## src/verilog/aspc_pkg.sv

```systemverilog
// Package: register map, field positions and shared types of the audio serial port
package aspc_pkg;

	// Register byte offsets
	localparam logic [7:0] ASPC_OFF_CONTROL = 8'h00;
	localparam logic [7:0] ASPC_OFF_CLKDIV = 8'h04;
	localparam logic [7:0] ASPC_OFF_IRQ_EN = 8'h08;
	localparam logic [7:0] ASPC_OFF_STATUS = 8'h0C;
	localparam logic [7:0] ASPC_OFF_TX_FIFO = 8'h10;
	localparam logic [7:0] ASPC_OFF_RX_FIFO = 8'h14;

	// Control field positions
	localparam int ASPC_CON_PCM = 24;
	localparam int ASPC_CON_RX_LEFT = 23;
	localparam int ASPC_CON_RX_DMA = 21;
	localparam int ASPC_CON_TX_DMA = 20;
	localparam int ASPC_CON_RX_CLR = 19;
	localparam int ASPC_CON_TX_CLR = 18;
	localparam int ASPC_CON_LZC_EN = 17;
	localparam int ASPC_CON_RZC_EN = 16;
	localparam int ASPC_CON_MCLK_EN = 15;
	localparam int ASPC_CON_RX_TH = 12;
	localparam int ASPC_CON_TX_TH = 9;
	localparam int ASPC_CON_SLAVE = 8;
	localparam int ASPC_CON_FORMAT = 7;
	localparam int ASPC_CON_MONO = 6;
	localparam int ASPC_CON_WIDTH = 4;
	localparam int ASPC_CON_MUTE = 3;
	localparam int ASPC_CON_RX_EN = 2;
	localparam int ASPC_CON_TX_EN = 1;
	localparam int ASPC_CON_ENABLE = 0;

	// Writable masks and reset values
	localparam logic [31:0] ASPC_CON_MASK = 32'h01BF_FFFF;
	localparam logic [31:0] ASPC_CLKDIV_MASK = 32'h0000_FF07;
	localparam logic [31:0] ASPC_IE_MASK = 32'h0000_1F07;
	localparam logic [31:0] ASPC_RESET_ZERO = 32'h0000_0000;
	localparam logic [31:0] ASPC_STATUS_RESET = 32'h0014_1000;

	// Status field positions
	localparam int ASPC_ST_LEFT_ZERO_CROSS_FLAG = 23;
	localparam int ASPC_ST_RIGHT_ZERO_CROSS_FLAG = 22;
	localparam int ASPC_ST_TX_OVERFLOW_FLAG = 17;
	localparam int ASPC_ST_TX_UNDERFLOW_FLAG = 16;
	localparam int ASPC_ST_RX_OVERFLOW_FLAG = 9;
	localparam int ASPC_ST_RX_UNDERFLOW_FLAG = 8;

	// FIFO depth
	localparam int ASPC_FIFO_DEPTH = 8;

	// Sample sizes
	typedef enum logic [1:0]
	{
		ASPC_W8 = 2'h0,
		ASPC_W16 = 2'h1,
		ASPC_W24 = 2'h2,
		ASPC_W32 = 2'h3
	} aspc_width_t;

	// Serial pins driven to the codec
	typedef struct packed
	{
		logic bclk_o;
		logic bclk_oe;
		logic lrclk_o;
		logic lrclk_oe;
		logic data_o;
		logic mclk_o;
	} aspc_pins_out_t;

	// DMA requests
	typedef struct packed
	{
		logic tx_req;
		logic rx_req;
	} aspc_dma_t;

endpackage : aspc_pkg

```

## src/verilog/aspc_fifo.sv

```systemverilog
// Eight-word data FIFO with clear, level and overwrite-on-full option
`timescale 1ns/10ps
module aspc_fifo
	import aspc_pkg::*;
#(
	parameter int WIDTH = 32,
	parameter int DEPTH = ASPC_FIFO_DEPTH
)
(
	// Clock and reset
	input wire logic clock,
	input wire logic rst_n,
	// Control
	input wire logic clear,
	input wire logic overwrite,
	// Write side
	input wire logic push,
	input wire logic [WIDTH-1:0] push_data,
	// Read side
	input wire logic pop,
	output logic [WIDTH-1:0] pop_data,
	// State
	output logic [$clog2(DEPTH):0] level
);

	localparam int AW = $clog2(DEPTH);

	logic [WIDTH-1:0] mem [DEPTH];
	logic [AW-1:0] wr_ptr;
	logic [AW-1:0] rd_ptr;
	logic full;
	logic empty;
	logic do_push;
	logic do_pop;
	logic drop_oldest;

	// Elaboration check: pointers wrap only for a power-of-two depth
	if (DEPTH != (1 << AW) || DEPTH < 2)
	begin : g_bad_depth
		$error("aspc_fifo: DEPTH must be a power of two");
	end

	assign full = (level == DEPTH[AW:0]);
	assign empty = (level == '0);
	assign do_pop = pop && !empty;
	assign do_push = push && (!full || overwrite);
	// When full, a push that overwrites discards the oldest word
	assign drop_oldest = do_push && full && !do_pop;
	assign pop_data = mem[rd_ptr];

	// Storage; a clear does not erase the contents
	always_ff @(posedge clock)
	begin
		if (do_push)
			mem[wr_ptr] <= push_data;
	end

	// Pointers and level
	always_ff @(posedge clock or negedge rst_n)
	begin
		if (!rst_n)
		begin
			wr_ptr <= '0;
			rd_ptr <= '0;
			level <= '0;
		end
		else if (clear)
		begin
			wr_ptr <= '0;
			rd_ptr <= '0;
			level <= '0;
		end
		else
		begin
			if (do_push)
				wr_ptr <= wr_ptr + 1'b1;
			if (do_pop || drop_oldest)
				rd_ptr <= rd_ptr + 1'b1;
			if (do_push && !do_pop && !full)
				level <= level + 1'b1;
			else if (do_pop && !do_push)
				level <= level - 1'b1;
		end
	end

endmodule : aspc_fifo

```

## src/verilog/aspc_top.sv

```systemverilog
// Audio serial port controller: APB registers, FIFOs, clocks and serial engine
//
// Summary of operation
// - format bit: I2S or justified; PCM bit stored but unused
// - mono receive keeps left or right channel
// - rx DMA request while rx FIFO non-empty
// - tx DMA request while tx FIFO not full
// - rx clear empties FIFO, self-clearing bit
// - tx clear resets pointers, keeps data
// - left zero-cross: sign change or zero
// - right zero-cross with own enable
// - master clock source or source/(2*div)
// - bit clock source/(2*(div+1)) in master
// - rx threshold flag at level>=th+1
// - tx threshold flag at level<=th
// - master drives clocks, slave receives them
// - mono bit selects single channel, receive only
// - width field selects 8/16/24/32 bits
// - mute sends zeros instead of data
// - rx, tx and controller enables
// - tx threshold interrupt when level below threshold
// - tx overflow and underflow interrupts
// - rx threshold, overflow, underflow interrupts
// - reading empty rx FIFO sets underflow
// - left and right zero-cross interrupts
// - status levels and reset value
// - rx overflow overwrites oldest word
// - tx fetch on empty sets underflow
// - tx write when full sets overflow
// - summary status is tx OR rx
//
// Design decision made here: register access over APB.
`timescale 1ns/10ps
module aspc_top
	import aspc_pkg::*;
(
	// Clock and reset
	input wire logic clock,
	input wire logic rst_n,
	// APB slave
	input wire logic psel,
	input wire logic penable,
	input wire logic pwrite,
	input wire logic [7:0] paddr,
	input wire logic [31:0] pwdata,
	output logic [31:0] prdata,
	output logic pready,
	output logic pslverr,
	// Codec link pins
	input wire logic bclk_i,
	input wire logic lrclk_i,
	input wire logic data_i,
	output aspc_pins_out_t pins,
	// DMA and interrupt
	output aspc_dma_t dma,
	output logic irq
);

	//**********************************************************************
	// Registers
	//**********************************************************************
	logic [31:0] control;
	logic [31:0] clkdiv;
	logic [31:0] irq_en;
	logic left_zero_cross_flag, right_zero_cross_flag, tx_overflow_flag, tx_underflow_flag, rx_overflow_flag, rx_underflow_flag;
	logic [3:0] tx_level, rx_level;
	logic [31:0] tx_head, rx_head;
	logic tx_pop, rx_push, rx_pop;
	logic [31:0] rx_word;
	logic wr_en, rd_en;
	logic tx_busy, cur_right;

	assign wr_en = psel && penable && pwrite;
	assign rd_en = psel && penable && !pwrite;

	wire logic enable = control[ASPC_CON_ENABLE];
	wire logic tx_on = enable && control[ASPC_CON_TX_EN];
	wire logic rx_on = enable && control[ASPC_CON_RX_EN];
	wire logic slave = control[ASPC_CON_SLAVE];
	wire logic mono = control[ASPC_CON_MONO];
	wire logic justified = control[ASPC_CON_FORMAT];
	wire logic pcm = control[ASPC_CON_PCM];
	wire aspc_width_t width = aspc_width_t'(control[ASPC_CON_WIDTH +: 2]);
	wire logic [2:0] rx_th = control[ASPC_CON_RX_TH +: 3];
	wire logic [2:0] tx_th = control[ASPC_CON_TX_TH +: 3];

	wire logic tx_full = (tx_level == 4'h8);
	wire logic tx_empty = (tx_level == 4'h0);
	wire logic rx_full = (rx_level == 4'h8);
	wire logic rx_empty = (rx_level == 4'h0);
	wire logic rx_threshold_flag = ({1'b0, rx_level} >= ({2'h0, rx_th} + 5'h01));
	wire logic tx_threshold_flag = (tx_level <= {1'b0, tx_th});
	wire logic tx_write = wr_en && (paddr == ASPC_OFF_TX_FIFO);
	wire logic rx_read = rd_en && (paddr == ASPC_OFF_RX_FIFO);
	wire logic tx_clear = wr_en && (paddr == ASPC_OFF_CONTROL) && pwdata[ASPC_CON_TX_CLR];
	wire logic rx_clear = wr_en && (paddr == ASPC_OFF_CONTROL) && pwdata[ASPC_CON_RX_CLR];

	// Interrupt sources
	wire logic tx_int = (irq_en[10] && ({1'b0, tx_level} < {2'h0, tx_th}))
		|| (irq_en[9] && tx_overflow_flag) || (irq_en[8] && tx_underflow_flag)
		|| (irq_en[12] && left_zero_cross_flag) || (irq_en[11] && right_zero_cross_flag);
	wire logic rx_int = (irq_en[2] && rx_threshold_flag) || (irq_en[1] && rx_overflow_flag)
		|| (irq_en[0] && rx_underflow_flag);
	wire logic any_int = tx_int || rx_int;

	// Control, divider and enable registers; clear bits never stored
	always_ff @(posedge clock or negedge rst_n)
	begin
		if (!rst_n)
		begin
			control <= ASPC_RESET_ZERO;
			clkdiv <= ASPC_RESET_ZERO;
			irq_en <= ASPC_RESET_ZERO;
		end
		else if (wr_en)
		begin
			if (paddr == ASPC_OFF_CONTROL)
				control <= pwdata & ASPC_CON_MASK & ~32'h000C_0000;
			if (paddr == ASPC_OFF_CLKDIV)
				clkdiv <= pwdata & ASPC_CLKDIV_MASK;
			if (paddr == ASPC_OFF_IRQ_EN)
				irq_en <= pwdata & ASPC_IE_MASK;
		end
	end

	//**********************************************************************
	// FIFOs
	//**********************************************************************
	aspc_fifo #(.WIDTH(32), .DEPTH(ASPC_FIFO_DEPTH)) u_tx_fifo
	(
		.clock(clock),
		.rst_n(rst_n),
		.clear(tx_clear),
		.overwrite(1'b0),
		.push(tx_write),
		.push_data(pwdata),
		.pop(tx_pop),
		.pop_data(tx_head),
		.level(tx_level)
	);

	aspc_fifo #(.WIDTH(32), .DEPTH(ASPC_FIFO_DEPTH)) u_rx_fifo
	(
		.clock(clock),
		.rst_n(rst_n),
		.clear(rx_clear),
		.overwrite(1'b1),
		.push(rx_push),
		.push_data(rx_word),
		.pop(rx_pop),
		.pop_data(rx_head),
		.level(rx_level)
	);
	assign rx_pop = rx_read;

	//**********************************************************************
	// Clock generation and link synchronisers
	//**********************************************************************
	logic [7:0] bdiv_cnt;
	logic [2:0] mdiv_cnt;
	logic bclk_gen, lr_gen, mclk_tog;
	logic [5:0] lr_cnt;
	logic [1:0] bclk_s, lrclk_s, data_s;
	logic bclk_q, lrclk_q;
	wire logic [5:0] half_bits = (width == ASPC_W8) ? 6'd7 : (width == ASPC_W16) ? 6'd15
		: 6'd31;

	// Bit clock and frame clock divider in master mode
	always_ff @(posedge clock or negedge rst_n)
	begin
		if (!rst_n)
		begin
			bdiv_cnt <= '0;
			bclk_gen <= 1'b0;
			lr_gen <= 1'b0;
			lr_cnt <= '0;
		end
		else if (!enable || slave)
		begin
			bdiv_cnt <= '0;
			bclk_gen <= 1'b0;
			lr_gen <= 1'b0;
			lr_cnt <= '0;
		end
		else if (bdiv_cnt == clkdiv[15:8])
		begin
			bdiv_cnt <= '0;
			bclk_gen <= !bclk_gen;
			if (bclk_gen)
			begin
				lr_cnt <= (lr_cnt == half_bits) ? 6'd0 : lr_cnt + 6'd1;
				if (lr_cnt == half_bits)
					lr_gen <= !lr_gen;
			end
		end
		else
			bdiv_cnt <= bdiv_cnt + 8'h01;
	end

	// Master clock divider
	always_ff @(posedge clock or negedge rst_n)
	begin
		if (!rst_n)
		begin
			mdiv_cnt <= '0;
			mclk_tog <= 1'b0;
		end
		else if (!control[ASPC_CON_MCLK_EN])
		begin
			mdiv_cnt <= '0;
			mclk_tog <= 1'b0;
		end
		else if (mdiv_cnt + 3'h1 >= clkdiv[2:0])
		begin
			mdiv_cnt <= '0;
			mclk_tog <= !mclk_tog;
		end
		else
			mdiv_cnt <= mdiv_cnt + 3'h1;
	end

	// Two-stage synchronisers for slave clocks and receive data
	always_ff @(posedge clock or negedge rst_n)
	begin
		if (!rst_n)
		begin
			bclk_s <= '0;
			lrclk_s <= '0;
			data_s <= '0;
		end
		else
		begin
			bclk_s <= {bclk_s[0], bclk_i};
			lrclk_s <= {lrclk_s[0], lrclk_i};
			data_s <= {data_s[0], data_i};
		end
	end

	wire logic bclk_now = slave ? bclk_s[1] : bclk_gen;
	wire logic lrclk_now = slave ? lrclk_s[1] : lr_gen;

	// Edge history of the active bit and frame clocks
	always_ff @(posedge clock or negedge rst_n)
	begin
		if (!rst_n)
		begin
			bclk_q <= 1'b0;
			lrclk_q <= 1'b0;
		end
		else
		begin
			bclk_q <= bclk_now;
			if (bclk_now && !bclk_q)
				lrclk_q <= lrclk_now;
		end
	end

	wire logic bit_rise = bclk_now && !bclk_q;
	wire logic bit_fall = !bclk_now && bclk_q;
	// Frame edge seen at a rising bit clock; PCM uses the same pulse framing
	wire logic frame_edge = bit_rise && (lrclk_now != lrclk_q);
	wire logic lead_now = justified;

	//**********************************************************************
	// Serial engine
	//**********************************************************************
	logic [31:0] tx_shift, rx_shift, tx_hold, rx_pack;
	logic [5:0] bit_cnt;
	logic [1:0] pack_idx, rx_idx;
	logic delay_pend, prev_sign_l, prev_sign_r;
	logic data_out;
	wire logic [5:0] nbits = half_bits + 6'd1;
	wire logic [1:0] per_word = (width == ASPC_W8) ? 2'd3 : (width == ASPC_W16) ? 2'd1
		: 2'd0;
	// Channel after the frame edge: low frame clock is left
	wire logic next_right = lrclk_now;
	wire logic [31:0] next_sample = (width == ASPC_W8) ? {tx_hold[8*pack_idx +: 8], 24'h0}
		: (width == ASPC_W16) ? {tx_hold[16*pack_idx[0] +: 16], 16'h0}
		: (width == ASPC_W24) ? {tx_hold[23:0], 8'h0} : tx_hold;
	wire logic need_word = (pack_idx == 2'd0);

	assign tx_pop = tx_on && frame_edge && need_word && !tx_empty;

	// Transmit shifter, MSB first, zeros while muted
	always_ff @(posedge clock or negedge rst_n)
	begin
		if (!rst_n)
		begin
			tx_shift <= '0;
			tx_hold <= '0;
			pack_idx <= '0;
			tx_busy <= 1'b0;
			cur_right <= 1'b0;
			delay_pend <= 1'b0;
			data_out <= 1'b0;
			bit_cnt <= '0;
		end
		else if (!tx_on || tx_clear)
		begin
			tx_busy <= 1'b0;
			pack_idx <= '0;
			data_out <= 1'b0;
			delay_pend <= 1'b0;
		end
		else
		begin
			if (frame_edge)
			begin
				cur_right <= next_right;
				bit_cnt <= '0;
				tx_busy <= !tx_empty || !need_word;
				tx_shift <= control[ASPC_CON_MUTE] ? 32'h0
					: need_word ? (width == ASPC_W24 ? {tx_head[23:0], 8'h0}
					: width == ASPC_W32 ? tx_head
					: width == ASPC_W16 ? {tx_head[15:0], 16'h0}
					: {tx_head[7:0], 24'h0}) : next_sample;
				if (need_word)
					tx_hold <= tx_head;
				pack_idx <= (pack_idx == per_word) ? 2'd0 : pack_idx + 2'd1;
				delay_pend <= !lead_now;
			end
			// Shift on falling bit clock; I2S waits one bit first
			if (bit_fall)
			begin
				if (delay_pend)
					delay_pend <= 1'b0;
				else if (bit_cnt < nbits)
				begin
					data_out <= tx_shift[31];
					tx_shift <= {tx_shift[30:0], 1'b0};
					bit_cnt <= bit_cnt + 6'd1;
				end
				else
					data_out <= 1'b0;
			end
		end
	end

	logic rx_right;
	logic [5:0] rx_cnt;
	wire logic rx_keep = !mono || (rx_right != control[ASPC_CON_RX_LEFT]);
	wire logic [31:0] rx_next = {rx_shift[30:0], data_s[1]};
	// I2S slot ends on the next frame edge, justified on its own last bit
	wire logic rx_done = bit_rise && (rx_cnt == nbits - 6'd1) && (!frame_edge || !lead_now);
	wire logic [31:0] rx_sample = (width == ASPC_W24) ? {8'h0, rx_next[23:0]}
		: rx_next;

	// Receive shifter and packer; a word is pushed when the last slot packed into it completes
	always_ff @(posedge clock or negedge rst_n)
	begin
		if (!rst_n)
		begin
			rx_shift <= '0;
			rx_pack <= '0;
			rx_idx <= '0;
			rx_cnt <= 6'h3F;
			rx_right <= 1'b0;
			rx_push <= 1'b0;
			rx_word <= '0;
		end
		else
		begin
			rx_push <= 1'b0;
			if (!rx_on || rx_clear)
			begin
				rx_idx <= '0;
				rx_cnt <= 6'h3F;
			end
			else
			begin
				// Count stays parked until the first frame edge
				if (frame_edge)
				begin
					rx_right <= next_right;
					rx_cnt <= lead_now ? 6'd1 : 6'd0;
					rx_shift <= lead_now ? {31'h0, data_s[1]} : '0;
				end
				else if (bit_rise && rx_cnt < nbits)
				begin
					rx_shift <= rx_next;
					rx_cnt <= rx_cnt + 6'd1;
				end
				if (rx_done && rx_keep)
				begin
					rx_idx <= (rx_idx == per_word) ? 2'd0 : rx_idx + 2'd1;
					if (width == ASPC_W8)
						rx_pack[8*rx_idx +: 8] <= rx_next[7:0];
					else if (width == ASPC_W16)
						rx_pack[16*rx_idx[0] +: 16] <= rx_next[15:0];
					if (rx_idx == per_word)
					begin
						rx_push <= 1'b1;
						rx_word <= (width == ASPC_W8) ? {rx_next[7:0], rx_pack[23:0]}
							: (width == ASPC_W16) ? {rx_next[15:0], rx_pack[15:0]}
							: rx_sample;
					end
				end
			end
		end
	end

	//**********************************************************************
	// Status flags: hardware set wins over write-one-to-clear
	//**********************************************************************
	wire logic st_wr = wr_en && (paddr == ASPC_OFF_STATUS);
	wire logic zc_hit = frame_edge && tx_on
		&& ((next_sample[31] != tx_shift[31]) || next_sample == 32'h0);

	always_ff @(posedge clock or negedge rst_n)
	begin
		if (!rst_n)
		begin
			left_zero_cross_flag <= 1'b0;
			right_zero_cross_flag <= 1'b0;
			tx_overflow_flag <= 1'b0;
			tx_underflow_flag <= 1'b0;
			rx_overflow_flag <= 1'b0;
			rx_underflow_flag <= 1'b0;
			prev_sign_l <= 1'b0;
			prev_sign_r <= 1'b0;
		end
		else
		begin
			if (zc_hit && !next_right && control[ASPC_CON_LZC_EN])
				left_zero_cross_flag <= 1'b1;
			else if (st_wr && pwdata[ASPC_ST_LEFT_ZERO_CROSS_FLAG])
				left_zero_cross_flag <= 1'b0;
			if (zc_hit && next_right && control[ASPC_CON_RZC_EN])
				right_zero_cross_flag <= 1'b1;
			else if (st_wr && pwdata[ASPC_ST_RIGHT_ZERO_CROSS_FLAG])
				right_zero_cross_flag <= 1'b0;
			if (tx_write && tx_full)
				tx_overflow_flag <= 1'b1;
			else if (st_wr && pwdata[ASPC_ST_TX_OVERFLOW_FLAG])
				tx_overflow_flag <= 1'b0;
			if (tx_on && frame_edge && need_word && tx_empty)
				tx_underflow_flag <= 1'b1;
			else if (st_wr && pwdata[ASPC_ST_TX_UNDERFLOW_FLAG])
				tx_underflow_flag <= 1'b0;
			if (rx_push && rx_full && !rx_pop)
				rx_overflow_flag <= 1'b1;
			else if (st_wr && pwdata[ASPC_ST_RX_OVERFLOW_FLAG])
				rx_overflow_flag <= 1'b0;
			if (rx_read && rx_empty)
				rx_underflow_flag <= 1'b1;
			else if (st_wr && pwdata[ASPC_ST_RX_UNDERFLOW_FLAG])
				rx_underflow_flag <= 1'b0;
			prev_sign_l <= left_zero_cross_flag;
			prev_sign_r <= right_zero_cross_flag;
		end
	end

	//**********************************************************************
	// APB read data, pins, DMA and interrupt outputs
	//**********************************************************************
	wire logic [31:0] status_word = {tx_level, rx_level, left_zero_cross_flag, right_zero_cross_flag, tx_busy, tx_empty,
		tx_full, tx_threshold_flag, tx_overflow_flag, tx_underflow_flag, 3'h0, rx_empty, rx_full, rx_threshold_flag, rx_overflow_flag, rx_underflow_flag,
		4'h0, cur_right, tx_int, rx_int, any_int};

	// Registered read data, ready on the first access cycle
	always_ff @(posedge clock or negedge rst_n)
	begin
		if (!rst_n)
		begin
			prdata <= '0;
			pready <= 1'b0;
			pslverr <= 1'b0;
		end
		else
		begin
			pready <= psel && !penable;
			pslverr <= psel && !penable && (paddr > ASPC_OFF_RX_FIFO || paddr[1:0] != 2'h0);
			case (paddr)
				ASPC_OFF_CONTROL: prdata <= control;
				ASPC_OFF_CLKDIV: prdata <= clkdiv;
				ASPC_OFF_IRQ_EN: prdata <= irq_en;
				ASPC_OFF_STATUS: prdata <= status_word;
				ASPC_OFF_RX_FIFO: prdata <= rx_head;
				default: prdata <= '0;
			endcase
		end
	end

	// Link pins, DMA requests and interrupt
	always_ff @(posedge clock or negedge rst_n)
	begin
		if (!rst_n)
		begin
			pins <= '0;
			dma <= '0;
			irq <= 1'b0;
		end
		else
		begin
			pins.bclk_o <= bclk_gen;
			pins.lrclk_o <= lr_gen;
			pins.bclk_oe <= enable && !slave;
			pins.lrclk_oe <= enable && !slave;
			pins.data_o <= data_out;
			pins.mclk_o <= (clkdiv[2:0] == 3'h0) ? clock : mclk_tog;
			dma.rx_req <= control[ASPC_CON_RX_DMA] && !rx_empty;
			dma.tx_req <= control[ASPC_CON_TX_DMA] && !tx_full;
			irq <= any_int;
		end
	end

endmodule : aspc_top

```

## config.mk

```make
export PLATFORM = sky130hd
export DESIGN_NAME = aspc_top
export DESIGN_NICKNAME = d
export VERILOG_FILES = /design/src/verilog/aspc_pkg.sv /design/src/verilog/aspc_fifo.sv /design/src/verilog/aspc_top.sv
export SDC_FILE = /design/constraint.sdc
export NUM_CORES = 1
export LEC_CHECK = 0
export BUFFER_PORTS_ARGS = -buffer_cell sky130_fd_sc_hd__buf_4
export CORE_ASPECT_RATIO = 0.75
export CORE_MARGIN = 4
export CORE_UTILIZATION = 55
export DETAILED_ROUTE_END_ITERATION = 6
export PLACE_DENSITY_LB_ADDON = 0.2
export SYNTH_ARGS = -nofsm -noshare
export SYNTH_HDL_FRONTEND = slang
export SYNTH_SLANG_ARGS = --single-unit
```

## constraint.sdc

```tcl
create_clock -name clock -period 5.61 [get_ports clock]
set_input_delay 0.2805 -clock clock [delete_from_list [all_inputs] [get_ports clock]]
set_output_delay 0.2805 -clock clock [all_outputs]
set_load 0.05 [all_outputs]
```

==> metrics.csv, run 1 <==
metric;value;unit
Row Count;79;
final hold viol count;1;
global route overflow;0;
area overhead of the layout relative to synthesis;14.09;%
mapped cell area;0.03491;sq mm
most numerous cell types in the synthesized netlist;edfxtp_1, dfrtp_1, nand2_1;
post-detailed-route DRC marker count;0;
setup_tns;0;ns
count of buffers from port buffering;90;
top cells by area, synth;edfxtp_1, dfrtp_1, mux4_2;
unrepaired setup endpoints after global routing;no;
run status;finished with violations;
number of antenna violations at the first check in global routing;2;
Vias/cell;6.275;
top fanout value on the critical path;30;
Final ANT Viol Nets;0;
Starting Density;0.5589;
clock latency of the later-clocked register in the worst-skew pair;0.74;ns
Final HPWL DP;57.28;mm
maximum operating frequency;208.8;MHz
Flop pwr share;0.518;
Worst setup SP type;flop;
CTS clk-pin slew, worst paths;0.06;ns
most instantiated library cell after synthesis;edfxtp_1;
global placement routability congestion;0.9161;
dpl cells;3172;
switching fraction of total power;0.2054;
post-detailed-route wirelength per cell;26.27;um
I/O pins;91;
min Tclk post-route;4.788;ns
area fraction of the dominant cell type after synthesis;0.4404;
dominant cell type by area after synthesis;edfxtp_1;
area of the die;0.06762;sq mm
worst r2r path cells;9;
ratio of final minimum period to clock period;0.8535;
number of filler cells placed in the layout;4503;
first-pass GRT wire length;133.9;mm
CP Capture Type;flop;
Worst Skew;0.02114;ns
count of non-filler cells in the finished layout;3367;
Final Slew Violations;0;
violated checks;negative hold slack;
Tightest Pin Transition;1.215;ns
yosys synthesis warning count;0;
Final setup violation count;0;
vias after detailed routing;21127;
Syn Inst Count;2323;
core area;0.06247;sq mm
fraction of synthesis flops using an asynchronous set or reset pin;0.3771;
number of different library cells in the post-synthesis netlist;86;
Seq/Total Area, Yosys;0.6627;
flop and latch count out of synthesis;822;
total leakage power;14.96;nW
Top FF cell, synth;edfxtp_1;
Post-layout nets;2534;
crit path kind;reg -> reg;
via count of the first global-routing pass;20999;
count of TritonRoute iterations in the first routing pass;5;
net load switching power;2.562;mW
die width;298.9;um
Hold Worst Slack;-0.3711;ns
aggregate global-route resource usage;0.2661;
hold path depth;3;
Maximum Capacitance Violations;0;
Die Y-Extent;226.2;um
clock tree from TritonCTS;done;
portion of total power attributed to the clock network;0.455;
data arrival time at the worst-slack endpoint;5.45;ns
Req. time, crit path;6.27;ns
power per cell area;313.2;mW/mm^2
IR drop worst, VDD;0.3167;mV
post-synthesis average cell area;15.03;sq um
part of the total power dissipated in combinational logic;0.028;
aggregate routed wire length;88.44;mm
post-synthesis net count;2407;
proportion of layout cells with a drive suffix above 1;0.2250;
largest net degree at the start of global routing;148;
cell internal pwr;9.913;mW
count of flip-flops with a built-in enable after synthesis;512;
Worst slew margin;0.1880;
violation count after the first detailed-routing iteration;2378;
path type of the worst min-delay path;clk -> reg;
[sequential cells by signal, indices dropped and copies added, names as in the netlist, 8 cells and up]
signal	flops
bdiv_cnt	8
clkdiv	11
control	22
irq_en	8
prdata	32
rx_pack	24
rx_shift	31
rx_word	32
tx_hold	32
tx_shift	32
u_rx_fifo.mem	256
u_tx_fifo.mem	256
[cell type report]
type,instances,area (sq um),area share
antenna,1,2.502,0.00006282
clock buffer,123,2519,0.06323
clock inverter,26,321.6,0.008072
inverter,40,150.1,0.003769
multi-input combinational,1328,11150,0.2799
sequential,822,23150,0.5813
tap,850,1064,0.02670
timing repair buffer,177,1474,0.03700
[kinds of logic (layout without fill, tap and decap cells)]
group	Yosys count	after routing	share of synthesized area
compound gates	391	391	0.07117
xor+xnor	40	40	0.01003
fa+ha+maj	36	36	0.01333
buf+inv	173	366	0.02147
flops	822	822	0.6627
mux	357	357	0.1538
other cells	0	1	0
simple gates	504	504	0.06744
[power by group through the flow]
stage          clock network, mW  logic, mW  registers (mW)
6_report                    5.67      0.346            6.46
5_1_grt                     6.01      0.376            6.46
4_1_cts                     5.76      0.347            6.46
3_5_place_dp             0.00628      0.319            6.58
3_3_place_gp             0.00628      0.313            6.58
2_1_floorplan            0.00628      0.141            6.58
[repair_timing]
| action | 4_1_cts | 5_1_grt |
|---|---|---|
| gates resized for setup | 0 | 0 |
| hold endpoints to repair | 378 | 0 |
| setup buffers | 0 | 0 |
| setup endpoints to repair | 0 | 0 |
| hold buffers | 45 | 0 |
[cells in the final DEF (no fill, tap or decap), types with 11 or more instances in the layout]
| master | instances |
|---|---|
| mux2_2 | 123 |
| o22ai_1 | 19 |
| a221o_1 | 13 |
| mux4_2 | 130 |
| mux2i_1 | 100 |
| a22oi_1 | 43 |
| nor4_1 | 12 |
| nand2_1 | 216 |
| dlygate4sd3_1 | 45 |
| xor2_1 | 14 |
| buf_4 | 129 |
| a21o_1 | 11 |
| inv_1 | 37 |
| edfxtp_1 | 512 |
| dfrtp_1 | 296 |
| a21oi_1 | 57 |
| o21ai_0 | 161 |
| nor2_4 | 13 |
| clkbuf_8 | 16 |
| nor3_1 | 16 |
| nor2_1 | 103 |
| xnor2_1 | 26 |
| ha_1 | 34 |
| and3_1 | 14 |
| clkbuf_1 | 17 |
| clkinv_2 | 11 |
| nand2b_1 | 20 |
| clkbuf_16 | 89 |
| nand3_1 | 47 |
[final timing paths]
path | from | endpoint | slack (ns)
worst min register to register | bclk_s[0] | bclk_s[1] | 0.37
max in group asynchronous | rst_n | u_tx_fifo.rd_ptr[1] | 4.22
worst max register to register | control[4] | tx_shift[2] | 0.82
worst max-delay path | control[4] | tx_shift[2] | 0.82
worst min-delay path | clock | pins[0] | -0.37
min in group asynchronous | rst_n | tx_hold[9] | 0.11
[layer usage]
layer,global-route usage,up-vias,routed length [um]
li1,-,9119,-
met1,0.4191,10924,40220
met2,0.3647,958,37230
met3,0.07977,124,9154
met4,0.06561,2,1824
met5,0,-,8
[worst max-delay path, stage by stage (launching register included)]
cell      delay [ns]
dfrtp_2         0.64
nor2_1          0.95
inv_1           0.40
ha_1            0.39
o21ai_0         0.15
nand2b_1        0.09
a211oi_2        0.76
and2_1          0.94
a22oi_1         0.22
nand2_1         0.15
[metrics by stage]
| stage | setup slack [ns] | instance area [sq um] | util | hold WS (ns) | power [mW] |
|---|---|---|---|---|---|
| final | 0.8217 | 39840 | 0.6377 | -0.3711 | 12.47 |
| after global routing | 0.6184 | 39830 | 0.6376 | -0.3824 | 12.85 |
| after CTS | 0.9950 | 39830 | 0.6376 | -0.3995 | 12.56 |
| after detailed placement | 1.013 | 36540 | 0.5850 | 0.1517 | 6.905 |
| after global placement | 1.287 | 36540 | 0.5850 | 0.1517 | 6.899 |
| after floorplan | 1.448 | 34910 | - | -0.01509 | 6.733 |
Power figures use the tool's default switching activity.
==> inputs of run 2 (changes only) <==
--- a/config.mk
+++ b/config.mk
@@ -10,6 +10,7 @@
 export CORE_MARGIN = 4
 export CORE_UTILIZATION = 55
 export DETAILED_ROUTE_END_ITERATION = 6
+export GPL_TIMING_DRIVEN = 0
 export PLACE_DENSITY_LB_ADDON = 0.2
 export SYNTH_ARGS = -nofsm -noshare
 export SYNTH_HDL_FRONTEND = slang
==> run 2 against run 1 <==
The flow finishes with violations (design-rule violations, negative hold slack). Largest power group unchanged. Total power down 1.3%. Final cell count up 3.2%. Maximum frequency up 7.8%. Critical path depth up 5. Design area up 1.3%. Flip-flop and latch count unchanged. Via count up 3.3%. Count of clock-buffer cells in the layout down 19. Combinational power up 6.6%.
==> metrics.csv, run 2 (synthesized netlist as in run 1, its figures left out) <==
metric;value;unit
Final HPWL DP;65.50;mm
unrepaired setup endpoints after global routing;no;
I/O pins;91;
final hold viol count;1;
Maximum Capacitance Violations;0;
via count of the first global-routing pass;21677;
leading cell types in the layout, fill and taps excluded;edfxtp_1, dfrtp_1, nand2_1;
die width;298.9;um
min Tclk post-route;4.441;ns
total leakage power;15.13;nW
top fanout value on the critical path;10;
number of antenna violations at the first check in global routing;5;
area of placed instances;0.03725;sq mm
violation count after the first detailed-routing iteration;2917;
CP Capture Type;flop;
setup_tns;0;ns
Worst Skew;0.02724;ns
Worst setup SP type;flop;
number of filler cells placed in the layout;4444;
count of non-filler cells in the finished layout;3476;
Final setup violation count;0;
first-pass GRT wire length;140.2;mm
area overhead of the layout relative to synthesis;15.52;%
crit path kind;reg -> reg;
core area;0.06247;sq mm
most frequent standard cell in the layout excluding fill and tap cells;edfxtp_1;
finished layout cell area;0.04033;sq mm
Worst slew margin;0.1848;
Vias/cell;6.280;
aggregate global-route resource usage;0.2808;
top flop regs;u_rx_fifo.mem x256, u_tx_fifo.mem x256;
Tightest Pin Transition;1.223;ns
post-detailed-route wirelength per cell;26.81;um
area of the die;0.06762;sq mm
Req. time, crit path;6.20;ns
run status;finished with violations;
Post-layout nets;2650;
overall power consumption;12.32;mW
data arrival time at the worst-slack endpoint;5.03;ns
Die Y-Extent;226.2;um
aggregate routed wire length;93.18;mm
Final ANT Viol Nets;0;
Final Slew Violations;0;
vias after detailed routing;21830;
dpl cells;3292;
clock tree from TritonCTS;done;
violated checks;design-rule violations, negative hold slack;
clock latency of the later-clocked register in the worst-skew pair;0.75;ns
count of buffers from port buffering;89;
global placement routability congestion;0.9780;
CTS clk-pin slew, worst paths;0.07;ns
Starting Density;0.5589;
setup repair bufs after CTS;0;
path type of the worst min-delay path;clk -> reg;
post-detailed-route DRC marker count;6;
Row Count;79;
count of TritonRoute iterations in the first routing pass;7;
proportion of layout cells with a drive suffix above 1;0.2202;
maximum operating frequency;225.2;MHz
Hold Worst Slack;-0.3587;ns
IR drop worst, VDD;0.2055;mV
power per cell area;305.4;mW/mm^2
ratio of final minimum period to clock period;0.7917;
largest net degree at the start of global routing;114;
global route overflow;0;
[run 2: changes by cell type in the layout (fill, tap and decap cells not counted), sizes merged]
cell / change
inv: +1
clkinvlp: +2
bufinv: +5
clkbuf: +44
dlygate4sd3: -3
clkinv: +3
buf: +57
[run 2: worst paths after layout]
check | from | endpoint | slack (ns) | depth (start not counted)
min | clock | pins[0] | -0.36 | 3
max reg2reg | pack_idx[1] | u_tx_fifo.level[3] | 1.17 | 14
max in group asynchronous | rst_n | irq_en[1] | 4.32 | 3
min in group asynchronous | rst_n | tx_hold[26] | 0.20 | 2
min reg2reg | data_s[0] | data_s[1] | 0.35 | 0
max | pack_idx[1] | u_tx_fifo.level[3] | 1.17 | 14
[run 2: metal layers]
layer / wire length (um) / global-route usage / vias to the layer above / part of all wire
met1: 41970 / 0.4371 / 11234 / 0.45
li1: - / - / 9354 / -
met3: 10190 / 0.08698 / 146 / 0.11
met5: 18 / 0 / - / 0.00019
met2: 39020 / 0.3921 / 1092 / 0.42
met4: 1979 / 0.06190 / 4 / 0.021
[run 2: critical path: stages, from the launching register on]
cell and delay [ns]:
dfrtp_1 0.36, clkbuf_1 0.33, inv_1 0.37, ha_1 0.21, clkbuf_1 0.41, inv_1 0.32
nor4_4 0.88, nor2b_1 0.21, inv_1 0.14, ha_1 0.24, a21o_1 0.18, a21oi_1 0.19
mux2i_1 0.26, xnor2_1 0.14, nor2_1 0.05
[run 2: where the power goes]
group	leakage [nW]	switching (mW)	internal, mW
Clock	1.30	2.27	3.23
Sequential	8.67	0.0192	6.43
Combinational	5.16	0.240	0.129
Total	15.1	2.53	9.79
[run 2: repair_timing]
item | CTS | global route
endpoints found under the hold margin | 413 | 0
gates resized for setup | 0 | 0
hold buffers | 42 | 0
[run 2: area by class of cell]
type | count | area, sq um | share of cell area
flip-flops and latches | 822 | 23140 | 0.5737
multi-input cells | 1328 | 11140 | 0.2762
clock buffers | 104 | 2195 | 0.05441
repair buffers | 161 | 1579 | 0.03915
well taps | 850 | 1064 | 0.02637
plain buffers | 133 | 599.3 | 0.01486
clock inverters | 37 | 462.9 | 0.01148
inverters | 40 | 150.1 | 0.003723
diodes | 1 | 2.502 | 0.00006204
[run 2: per-stage QoR]
| step | utilization | hold slack (ns) | setup slack, ns |
|---|---|---|---|
| finish | 0.6457 | -0.3587 | 1.169 |
| global route | 0.6456 | -0.3830 | 0.9818 |
| CTS | 0.6456 | -0.3904 | 1.312 |
| detailed placement | 0.5963 | 0.1517 | 1.372 |
| global placement | 0.5866 | 0.1517 | -1.188 |
| floorplan | - | -0.01509 | 1.448 |
